==> src/hw/hbridge_cfg.svh <==
// Purpose: timing constants and encodings for the H-bridge motor control
// Assumes: ref_clk at 100 MHz
// Notes:   times kept in their own unit, cycle counts derived from them
`ifndef HBRIDGE_CFG_SVH
`define HBRIDGE_CFG_SVH

`define CLK_MHZ            100
// Times in ns
`define SLEEP_ENTRY_NS     1200000
`define WAKE_HOLD_NS       5000
`define WAKE_DELAY_NS      45000
`define OFF_TIME_NS        30000
`define BLANK_NS           3200
`define DEAD_NS            200
`define OC_FILTER_NS       2500
`define RETRY_NS           4000000
// Cycle counts; least times round up, none below one
`define NS2CYC_UP(t)       (((t) * `CLK_MHZ + 999) / 1000)
`define SLEEP_ENTRY_CYC    `NS2CYC_UP(`SLEEP_ENTRY_NS)
`define WAKE_HOLD_CYC      `NS2CYC_UP(`WAKE_HOLD_NS)
`define WAKE_DELAY_CYC     `NS2CYC_UP(`WAKE_DELAY_NS)
`define OFF_TIME_CYC       `NS2CYC_UP(`OFF_TIME_NS)
`define BLANK_CYC          `NS2CYC_UP(`BLANK_NS)
`define DEAD_CYC           `NS2CYC_UP(`DEAD_NS)
`define OC_FILTER_CYC      `NS2CYC_UP(`OC_FILTER_NS)
`define RETRY_CYC          `NS2CYC_UP(`RETRY_NS)
`define CNT_W              20
`define CNT_ZERO           20'h00000
`define CNT_ONE            20'h00001
`define PWM_W              16
`define PWM_ZERO           16'h0000
`define PWM_ONE            16'h0001

`endif

==> src/hw/hbridge_pkg.sv <==
// Purpose: types for the two ends of the H-bridge link, drive mode for the controller, state for the device
// Assumes: nothing
// Notes:   none
`default_nettype none
package hbridge_pkg;
  typedef enum logic [1:0] {
    DRIVE_COAST,
    DRIVE_FORWARD,
    DRIVE_REVERSE,
    DRIVE_BRAKE
  } drive_mode_t;

  typedef enum logic [2:0] {
    ST_SLEEP,
    ST_WAKE,
    ST_RUN,
    ST_CHOP,
    ST_RETRY
  } bridge_state_t;
endpackage
`default_nettype wire

==> src/hw/hbridge_if.sv <==
// Purpose: link between controller and H-bridge device
// Assumes: one clock, signals synchronous to it
// Notes:   analog indications are carried as logic levels
`timescale 1ns/1ns
`default_nettype none
interface hbridge_if;
  // Direction inputs
  logic directionInputA;
  logic directionInputB;
  // Bridge outputs, value and enable
  logic bridgeOutputA;
  logic bridgeOutputAEn;
  logic bridgeOutputB;
  logic bridgeOutputBEn;

  modport device (
    input  directionInputA,
    input  directionInputB,
    output bridgeOutputA,
    output bridgeOutputAEn,
    output bridgeOutputB,
    output bridgeOutputBEn
  );
  modport controller (
    output directionInputA,
    output directionInputB,
    input  bridgeOutputA,
    input  bridgeOutputAEn,
    input  bridgeOutputB,
    input  bridgeOutputBEn
  );
endinterface
`default_nettype wire

==> src/hw/hbridge_device.sv <==
// Behaviour
// - Both inputs low: all switches off, coast
// - A only forward, B only reverse
// - Both inputs high: brake on low sides
// - Inputs low for sleep delay: sleep
// - Power-up with inputs low: sleep at once
// - Wake hold 5 us, operational 45 us later
// - Current trip: slow decay for off time
// - After off time, follow inputs again
// - Undervoltage forces all switches off
// - Supply recovered: resume without action
// - Overcurrent past filter time: switches off
// - Retry after 4 ms, repeat if persisting
// - Over-temperature off, resume when cleared
// - Controller PWM up to 100 kHz
// - Controller PWM alternates drive and brake
// - Controller modulates one input only
// - Inputs may precede motor supply
//
// Purpose: H-bridge device control logic
// Assumes: ref_clk at 100 MHz; indications synchronous to it
// Notes:   high-side gate on drives output high, low-side drives it low
`timescale 1ns/1ns
`default_nettype none
`include "hbridge_cfg.svh"
module hbridge_device #(
  parameter int unsigned SLEEP_ENTRY_CYCLES = `SLEEP_ENTRY_CYC,
  parameter int unsigned RETRY_CYCLES       = `RETRY_CYC
) (
  // Clock and reset
  input  wire logic ref_clk,
  input  wire logic reset,
  // Analog indications
  input  wire logic supplyUndervoltageLockout,
  input  wire logic thermalCutoff,
  input  wire logic overcurrentDetect,
  input  wire logic regulationTripCurrent,
  // Status
  output logic      sleeping,
  output logic      overcurrentShutdown,
  output logic      highSideA,
  output logic      lowSideA,
  output logic      highSideB,
  output logic      lowSideB,
  // Link
  hbridge_if.device link
);
  hbridge_pkg::bridge_state_t state;
  logic [`CNT_W-1:0] timer;
  logic [`CNT_W-1:0] lowCount;
  logic [`CNT_W-1:0] ocCount;
  logic [`CNT_W-1:0] blankCount;
  logic              powerUp;
  logic              fault;
  logic              anyHigh;
  logic              blanked;
  logic [3:0]        want;
  logic [3:0]        gate;

  // Four gate wants: high A, low A, high B, low B
  function automatic logic [3:0] decode(input logic a, input logic b);
    case ({a, b})
      2'b10:   decode = 4'h9;
      2'b01:   decode = 4'h6;
      2'b11:   decode = 4'h5;
      default: decode = 4'h0;
    endcase
  endfunction

  assign anyHigh = link.directionInputA | link.directionInputB;
  assign fault   = supplyUndervoltageLockout | thermalCutoff;

  // ==========================================================
  // Input low time and power-up flag
  always_ff @(posedge ref_clk or posedge reset) begin
    if (reset) begin
      lowCount <= `CNT_ZERO;
    end else if (anyHigh) begin
      lowCount <= `CNT_ZERO;
    end else if (lowCount < SLEEP_ENTRY_CYCLES[`CNT_W-1:0]) begin
      lowCount <= lowCount + `CNT_ONE;
    end
  end

  always_ff @(posedge ref_clk or posedge reset) begin
    if (reset) begin
      powerUp <= 1'b1;
    end else begin
      powerUp <= 1'b0;
    end
  end

  // ==========================================================
  // Overcurrent filter
  always_ff @(posedge ref_clk or posedge reset) begin
    if (reset) begin
      ocCount <= `CNT_ZERO;
    end else if (!overcurrentDetect || state != hbridge_pkg::ST_RUN) begin
      ocCount <= `CNT_ZERO;
    end else if (ocCount <= `CNT_W'(`OC_FILTER_CYC)) begin
      ocCount <= ocCount + `CNT_ONE;
    end
  end

  // ==========================================================
  // Main sequence
  always_ff @(posedge ref_clk or posedge reset) begin
    if (reset) begin
      state <= hbridge_pkg::ST_SLEEP;
      timer <= `CNT_ZERO;
    end else begin
      case (state)
        hbridge_pkg::ST_SLEEP: begin
          if (!anyHigh) begin
            timer <= `CNT_ZERO;
          end else if (timer + `CNT_ONE >= `CNT_W'(`WAKE_HOLD_CYC)) begin
            state <= hbridge_pkg::ST_WAKE;
            timer <= `CNT_ZERO;
          end else begin
            timer <= timer + `CNT_ONE;
          end
        end
        hbridge_pkg::ST_WAKE: begin
          if (timer + `CNT_ONE >= `CNT_W'(`WAKE_DELAY_CYC)) begin
            state <= hbridge_pkg::ST_RUN;
            timer <= `CNT_ZERO;
          end else begin
            timer <= timer + `CNT_ONE;
          end
        end
        hbridge_pkg::ST_RUN: begin
          timer <= `CNT_ZERO;
          if (powerUp && !anyHigh) begin
            state <= hbridge_pkg::ST_SLEEP;
          end else if (lowCount >= SLEEP_ENTRY_CYCLES[`CNT_W-1:0]) begin
            state <= hbridge_pkg::ST_SLEEP;
          end else if (ocCount > `CNT_W'(`OC_FILTER_CYC)) begin
            state <= hbridge_pkg::ST_RETRY;
          end else if (regulationTripCurrent && !blanked && !fault) begin
            state <= hbridge_pkg::ST_CHOP;
          end
        end
        hbridge_pkg::ST_CHOP: begin
          if (timer + `CNT_ONE >= `CNT_W'(`OFF_TIME_CYC)) begin
            state <= hbridge_pkg::ST_RUN;
            timer <= `CNT_ZERO;
          end else begin
            timer <= timer + `CNT_ONE;
          end
        end
        hbridge_pkg::ST_RETRY: begin
          if (timer + `CNT_ONE >= RETRY_CYCLES[`CNT_W-1:0]) begin
            state <= hbridge_pkg::ST_RUN;
            timer <= `CNT_ZERO;
          end else begin
            timer <= timer + `CNT_ONE;
          end
        end
        default: begin
          state <= hbridge_pkg::ST_SLEEP;
          timer <= `CNT_ZERO;
        end
      endcase
    end
  end

  // ==========================================================
  // Wanted gates; faults override inputs and resume on their own
  always_comb begin
    want = 4'h0;
    if (fault) begin
      want = 4'h0;
    end else if (state == hbridge_pkg::ST_RUN) begin
      want = decode(link.directionInputA, link.directionInputB);
    end else if (state == hbridge_pkg::ST_CHOP) begin
      want = 4'h5;
    end
  end

  // ==========================================================
  // Dead time and blanking
  genvar g;
  generate
    for (g = 0; g < 2; g++) begin : g_leg
      logic [`CNT_W-1:0] dead;
      logic              hi, lo;
      logic              wHi, wLo;
      assign wHi = want[3 - 2 * g];
      assign wLo = want[2 - 2 * g];
      always_ff @(posedge ref_clk or posedge reset) begin
        if (reset) begin
          dead <= `CNT_ZERO;
          hi   <= 1'b0;
          lo   <= 1'b0;
        end else if ((hi && !wHi) || (lo && !wLo)) begin
          hi   <= hi & wHi;
          lo   <= lo & wLo;
          dead <= `CNT_ZERO;
        end else if (!hi && !lo && (wHi || wLo)) begin
          if (dead + `CNT_ONE >= `CNT_W'(`DEAD_CYC)) begin
            hi <= wHi;
            lo <= wLo;
          end else begin
            dead <= dead + `CNT_ONE;
          end
        end else begin
          dead <= `CNT_ZERO;
        end
      end
      assign gate[3 - 2 * g] = hi;
      assign gate[2 - 2 * g] = lo;
    end
  endgenerate

  always_ff @(posedge ref_clk or posedge reset) begin
    if (reset) begin
      blankCount <= `CNT_ZERO;
    end else if (want != gate || state != hbridge_pkg::ST_RUN) begin
      blankCount <= `CNT_ZERO;
    end else if (blankCount < `CNT_W'(`BLANK_CYC)) begin
      blankCount <= blankCount + `CNT_ONE;
    end
  end
  assign blanked = blankCount < `CNT_W'(`BLANK_CYC);

  // ==========================================================
  // Outputs
  assign {highSideA, lowSideA, highSideB, lowSideB} = gate;
  assign link.bridgeOutputA   = gate[3];
  assign link.bridgeOutputAEn = gate[3] | gate[2];
  assign link.bridgeOutputB   = gate[1];
  assign link.bridgeOutputBEn = gate[1] | gate[0];
  assign sleeping             = state == hbridge_pkg::ST_SLEEP;
  assign overcurrentShutdown  = state == hbridge_pkg::ST_RETRY;
endmodule // hbridge_device
`default_nettype wire

==> src/flat_wrapper.sv <==
// flat-port wrapper written by rule: the top's interface ports become plain ports
module hbridge_device_flat 
#(
  parameter int unsigned SLEEP_ENTRY_CYCLES = `SLEEP_ENTRY_CYC,
  parameter int unsigned RETRY_CYCLES       = `RETRY_CYC
)
  (ref_clk, reset, supplyUndervoltageLockout, thermalCutoff, overcurrentDetect, regulationTripCurrent, sleeping, overcurrentShutdown, highSideA, lowSideA, highSideB, lowSideB, link_directionInputA, link_directionInputB, link_bridgeOutputA, link_bridgeOutputAEn, link_bridgeOutputB, link_bridgeOutputBEn);
  hbridge_if link_i ();
  input  wire logic ref_clk;
  input  wire logic reset;
  input  wire logic supplyUndervoltageLockout;
  input  wire logic thermalCutoff;
  input  wire logic overcurrentDetect;
  input  wire logic regulationTripCurrent;
  output logic sleeping;
  output logic overcurrentShutdown;
  output logic highSideA;
  output logic lowSideA;
  output logic highSideB;
  output logic lowSideB;
  input wire logic [$bits(link_i.directionInputA)-1:0] link_directionInputA;
  input wire logic [$bits(link_i.directionInputB)-1:0] link_directionInputB;
  output wire logic [$bits(link_i.bridgeOutputA)-1:0] link_bridgeOutputA;
  output wire logic [$bits(link_i.bridgeOutputAEn)-1:0] link_bridgeOutputAEn;
  output wire logic [$bits(link_i.bridgeOutputB)-1:0] link_bridgeOutputB;
  output wire logic [$bits(link_i.bridgeOutputBEn)-1:0] link_bridgeOutputBEn;
  assign link_i.directionInputA = link_directionInputA;
  assign link_i.directionInputB = link_directionInputB;
  assign link_bridgeOutputA = link_i.bridgeOutputA;
  assign link_bridgeOutputAEn = link_i.bridgeOutputAEn;
  assign link_bridgeOutputB = link_i.bridgeOutputB;
  assign link_bridgeOutputBEn = link_i.bridgeOutputBEn;
  hbridge_device #(.SLEEP_ENTRY_CYCLES(SLEEP_ENTRY_CYCLES), .RETRY_CYCLES(RETRY_CYCLES)) u_core (.ref_clk(ref_clk), .reset(reset), .supplyUndervoltageLockout(supplyUndervoltageLockout), .thermalCutoff(thermalCutoff), .overcurrentDetect(overcurrentDetect), .regulationTripCurrent(regulationTripCurrent), .sleeping(sleeping), .overcurrentShutdown(overcurrentShutdown), .highSideA(highSideA), .lowSideA(lowSideA), .highSideB(highSideB), .lowSideB(lowSideB), .link(link_i));
endmodule
==> config.mk <==
export PLATFORM = sky130hd
export DESIGN_NAME = hbridge_device_flat
export DESIGN_NICKNAME = d
export VERILOG_FILES = /design/src/hw/hbridge_pkg.sv /design/src/hw/hbridge_if.sv /design/src/hw/hbridge_device.sv /design/src/flat_wrapper.sv
export VERILOG_INCLUDE_DIRS = /design/src /design/src/hw
export SDC_FILE = /design/constraint.sdc
export NUM_CORES = 1
export LEC_CHECK = 0
export BUFFER_PORTS_ARGS = -buffer_cell sky130_fd_sc_hd__buf_2
export CORE_ASPECT_RATIO = 0.5
export CORE_UTILIZATION = 50
export CTS_BUF_LIST = sky130_fd_sc_hd__clkbuf_8
export DETAILED_ROUTE_END_ITERATION = 10
export PLACE_DENSITY = 0.74
export SYNTH_ARGS = -nofsm -noshare
export SYNTH_HDL_FRONTEND = slang
export SYNTH_SLANG_ARGS = --single-unit
==> constraint.sdc <==
create_clock -name ref_clk -period 3.6 [get_ports ref_clk]
set_input_delay 0.54 -clock ref_clk [delete_from_list [all_inputs] [get_ports ref_clk]]
set_output_delay 0.54 -clock ref_clk [all_outputs]
set_load 0.03 [all_outputs]
=== Word level (Yosys, flattened, before mapping) ===
Cells that the tools add are included.

* Register bits after elaboration: 128
* Word-level logic and storage cells: 138
* Output and inout bits: 10

* Mux-type cells: 44
* Bitwise operators: 8
* Reduce and logical (&&, ||, !) cells: 40
* Equal/unequal tests: 17
* Magnitude comparators: 11
* Add/subtract/negate cells: 6

{| class="wikitable"
|+ Operators with widths
! cell !! count
|-
| $mux 20 || 17
|-
| $add 20x1->20 const B || 6
|-
| $pmux 20 s4 || 1
|-
| $ge 20x5->1 const B || 2
|-
| $mux 3 || 10
|-
| $ge 20x12->1 const B || 1
|-
| $ge 20x13->1 const B || 1
|-
| $ge 20x17->1 const B || 1
|-
| $ge 20x19->1 const B || 1
|-
| $ge 20x9->1 const B || 1
|-
| $gt 20x8->1 const B || 1
|-
| $le 20x8->1 const B || 1
|-
| $lt 20x17->1 const B || 1
|-
| $lt 20x9->1 const B || 1
|-
| $pmux 3 s5 || 1
|-
| $reduce_bool 2->1 || 7
|-
| $logic_not 1->1 || 12
|-
| $mux 1 || 12
|-
| $pmux 4 s3 || 1
|-
| $logic_and 1x1->1 || 11
|-
| $ne 2x1->1 const B || 5
|-
| $ne 3x2->1 const B || 3
|-
| $mux 4 || 2
|-
| $eq 3x2->1 const B || 2
|-
| 12 further kinds || 25
|}

=== Longest topological paths before layout ===
* Word-level depth: 9
* Gate-level depth with buffers: 11
* Gate-level depth less buffers: 9

=== Worst setup path after synthesis ===
No wires, ideal clock.

* Path type: input to register
* Start: input thermalCutoff
* End: register u_core.g_leg[0].dead[10]
* Required time: 3534 ps
* Stages on the path: 11
* Buffers on the path: 2
* Setup time: 66 ps
* Slack: 934 ps
* Arrival: 2600 ps
* Cell sequence: nor2_1 -> and3_1 -> o21a_1 -> inv_1 -> ha_1 -> or2_2 -> or3_1 -> buf_1 -> a21oi_2 -> clkbuf_1 -> and2_1

* Cells in the longest elaborated chain, start to end: 6
* Elaborated cells between the ends (all ways): 12
* Classes of those cells: 1 x eq/ne; 3 x mux; 1 x bitwise; 7 x reduce/logical

{| class="wikitable"
|+ Ends and longest elaborated chain
! element !! line !! text
|-
| from (decl) || flat_wrapper.sv:12 || <nowiki>input wire logic thermalCutoff;</nowiki>
|-
| $or 1x1->1 * || hbridge_device.sv:71 || <nowiki>assign fault = supplyUndervoltageLockout | thermalCutoff;</nowiki>
|-
| $mux 4 * || hbridge_device.sv:171 || <nowiki>if (fault) begin</nowiki>
|-
| $logic_not 1->1 / $logic_or 1x1->1 (equally long branches) || hbridge_device.sv:195, hbridge_device.sv:199 ||
|-
| $logic_and 1x1->1 (on tied branches) || hbridge_device.sv:195, hbridge_device.sv:199 ||
|-
| $logic_or 1x1->1 / $mux 20 (equally long branches) || hbridge_device.sv:195, hbridge_device.sv:199 ||
|-
| $ne 3x2->1 (no line) / $mux 20 (equally long branches) || - ||
|-
| to (signal assigned) || hbridge_device.sv:192 || <nowiki>dead <= `CNT_ZERO;</nowiki>
|-
| to (signal assigned) || hbridge_device.sv:198 || <nowiki>dead <= `CNT_ZERO;</nowiki>
|-
| to (signal assigned) || hbridge_device.sv:204 || <nowiki>dead <= dead + `CNT_ONE;</nowiki>
|-
| to (decl) || hbridge_device.sv:185 || <nowiki>logic [`CNT_W-1:0] dead;</nowiki>
|}

Every way passes the cells marked *; elsewhere a longest branch is shown, timed or not.
A chain may end at the register's enable or synchronous reset.

=== Worst setup path in the final report ===
* Start: register u_core.timer[0]
* End: register u_core.timer[1]

* Cells in the longest elaborated chain, start to end: 5
* Elaborated cells between the ends (all ways): 11
* Classes of those cells: 1 x add/sub; 4 x order compare; 6 x mux

{| class="wikitable"
|+ Ends and longest elaborated chain
! element !! line !! text
|-
| from (decl) || hbridge_device.sv:49 || <nowiki>logic [`CNT_W-1:0] timer;</nowiki>
|-
| from (signal assigned) || hbridge_device.sv:110 || <nowiki>timer <= `CNT_ZERO;</nowiki>
|-
| from (signal assigned) || hbridge_device.sv:115 || <nowiki>timer <= `CNT_ZERO;</nowiki>
|-
| from (signal assigned) || hbridge_device.sv:118 || <nowiki>timer <= `CNT_ZERO;</nowiki>
|-
| $add 20x1->20 (no line) * || - ||
|-
| $ge 20x9->1 || hbridge_device.sv:116 || <nowiki>end else if (timer + `CNT_ONE >= `CNT_W'(`WAKE_HOLD_CYC)) begin</nowiki>
|-
| $mux 20 || hbridge_device.sv:116 ||
|-
| $mux 20 || hbridge_device.sv:114 || <nowiki>if (!anyHigh) begin</nowiki>
|-
| $pmux 20 s4 * || hbridge_device.sv:112 || <nowiki>case (state)</nowiki>
|}

Marks and branches as above.

==> impl_metrics.ini <==
[timing]
tns_ns = 0
relSlewSlack = 0.3639
worst_pin_slew_ns = 0.9521
post-route-period-util = 0.8832
finalHoldViolCount = 0
setup_violations = 0
rsz0062_at_grt = no
fin_skew_ns = 0.01372
period_minus_slack_ns = 3.179
fmax_mhz = 314.5
slew_violations = 0

[worst_setup_path]
path_cells = ha_1, a21bo_2, a22oi_1, o311ai_0, o311ai_0, nor3b_2, a2bb2oi_4, a21boi_1
cpPeakStageDelay_ns = 0.58
worstPathRequired_ns = 3.91
cp-start-kind = flop
end_kind = flop
crit_path_max_fanout = 19
cp_common_cell = o311ai_0
worst-setup-path-type = flop to flop
timing.critical_path.buf_inv = 0
cpMaxStageDelayCell = dfrtp_1
crit_family = compound AO/OA/AOI/OAI gates
crit_arrival_ns = 3.49

[clocking]
cts_resized = 0
clkLatencyLatePin_ns = 0.44
cts_made_buffers = 17
h-tree-depth = 4
post_cts.repair.setup_buffers = 0
clk_pin_slew_ns = 0.08
clock_sinks = 128
hold_buffers = 0
cts_tree = yes
cts_root_buf = clkbuf_8
clockBufferDepth = 2

[synth]
yosys.area.top_type = dfrtp_1
yosysSeqAreaShare = 0.4388
syn_inst = 775
synth_commonest_cells = dfrtp_1, nor2_1, and2_1, a21oi_1, nand2_1
ys_warn_count = 0
synth_area_leaders = dfrtp_1, and2_1, nor2_1
synth_edf_count = 0
ys_ff_latch = 128
avgSynthCellArea_um2 = 9.422
synth_most_common_cell = dfrtp_1
ys_types = 85
synth_top_area_frac = 0.4352
synth_area_um2 = 7302
async_reset_ff_frac = 1.000
synth_flop_cell = dfrtp_1

[power]
p_int_mw = 2.491
swShare = 0.2775
power.density_nw_per_um2 = 432.1
peakVddDrop_mv = 0.2346
leakage_nw = 3.444
power.total_mw = 3.448
power.share.clock = 0.423
p_comb_frac = 0.124
power_switching_mw = 0.9567
p_seq_frac = 0.453

[floorplan]
start_util = 0.5258
die_x_um = 172.9
ioPinCount = 18
core-area_um2 = 13890
die-area_um2 = 15120
rows = 30
die_h_um = 87.45

[run_status]
status = completed

[global_route]
grt_pass1_wl_mm = 25.97
grt_pass1_vias = 5261
grt-ovfl-total = 0
antenna_found_initial = 0
grt_usage = 0.2164
grt_max_degree = 50

[route]
drtIter0Drc = 414
vias = 5761
routed_via_density = 5.843
first_pass_iters = 5
drt_wl_total_mm = 15.13
antenna_left = 0
wl_per_cell_um = 15.34
drcViolationCount = 0

[placement]
gp_congestion = 0.9067
dpl.cell_count = 954
numPortBuffers = 17
hpwl_mm = 10.43

[finish]
drive_gt1_frac = 0.1083
nets = 808
layout.cells.non_filler = 986
antenna_cells = 0
syn2layout_area_growth_pct = 9.287

[flow_run]
cap_violations = 0

[hold_path]
hp-class = input pin to asynchronous set/reset pin
-- sequential cells by signal, summed over array words and instances, names as in the netlist --
register / count
u_core.powerUp: 1
u_core.lowCount: 20
u_core.timer: 20
u_core.ocCount: 20
u_core.highSideA: 1
u_core.g_leg.dead: 40
u_core.blankCount: 20
u_core.state: 3
u_core.highSideB: 1
u_core.lowSideB: 1
u_core.lowSideA: 1
-- area by class of cell --
cell class                 instances  area, um2
clock inverter                    13      209.0
inverter                          29      112.6
tap                              192      240.2
multi-input combinational        581       3802
sequential                       128       3204
clock buffer                      19      261.5
timing repair buffer              24      150.1
fill                            1198       5908
-- layout by cell type (no fill, tap or decap), types with 4 or more instances in the layout --
cell	instances
dfrtp_1	127
nor2_1	67
and2_1	55
a21oi_1	44
nand2_1	40
and3_1	32
nand3_1	29
inv_1	28
o21ai_0	26
xnor2_1	26
nand4_1	23
nor3_1	21
ha_1	19
clkbuf_8	19
xor2_1	17
nor4_1	17
buf_2	17
or3_1	16
and4_1	8
mux2i_1	7
a31oi_1	7
nand3b_1	7
or2_2	6
o21a_1	6
buf_4	6
o2111ai_1	5
o31ai_1	5
nand2b_1	5
o22ai_1	5
bufinv_16	5
a211oi_1	4
nor2b_1	4
a21o_1	4
o221ai_1	4
a311oi_1	4
or4_1	4
a221o_1	4
-- worst paths after layout --
| check | cells after the start | slack [ns] | endpoint | startpoint |
|---|---|---|---|---|
| min | 2 | 0.30 | u_core.g_leg[0].dead[9] | reset |
| max in group asynchronous | 3 | 2.46 | u_core.ocCount[8] | reset |
| min in group ref_clk | 2 | 0.47 | u_core.ocCount[14] | overcurrentDetect |
| max reg2reg | 8 | 0.42 | u_core.timer[1] | u_core.timer[0] |
| max | 8 | 0.42 | u_core.timer[1] | u_core.timer[0] |
| min reg2reg | 1 | 0.49 | u_core.blankCount[18] | u_core.blankCount[18] |
-- cell families after synthesis --
family,synth area share
mux,0.01268
other cells,0.0005136
buf+inv,0.04095
flops,0.4388
simple gates,0.2798
fa+ha+maj,0.03256
xor+xnor,0.05158
compound gates,0.1431
-- routing by layer --
layer  up-vias  part of all wire  global-route usage
li1       2828                 -                   -
met1      2783              0.49              0.2924
met2       134              0.45              0.3479
met3        16             0.043             0.05628
met4         0            0.0091             0.05792
met5         -                 0                   0
-- per-stage QoR --
stage	util	hold WS [ns]	area (um2)	setup WS (ns)
CTS	0.5746	0.3129	7980	0.4172
floorplan	-	0.4539	7310	0.9341
global placement	0.5407	0.4703	7510	0.5994
detailed placement	0.5407	0.4728	7510	0.4422
finish	0.5746	0.2999	7980	0.4206
global route	0.5746	0.3524	7980	0.1021
-- power by group through the flow --
stage | combinational [mW] | sequential [mW] | clock [mW]
5_1_grt | 0.485 | 1.57 | 1.54
6_report | 0.427 | 1.56 | 1.46
3_5_place_dp | 0.429 | 1.59 | 0
3_3_place_gp | 0.417 | 1.58 | 0
4_1_cts | 0.430 | 1.56 | 1.48
2_1_floorplan | 0.330 | 1.56 | 0
Note: power is estimated with default switching activity, not from simulation.
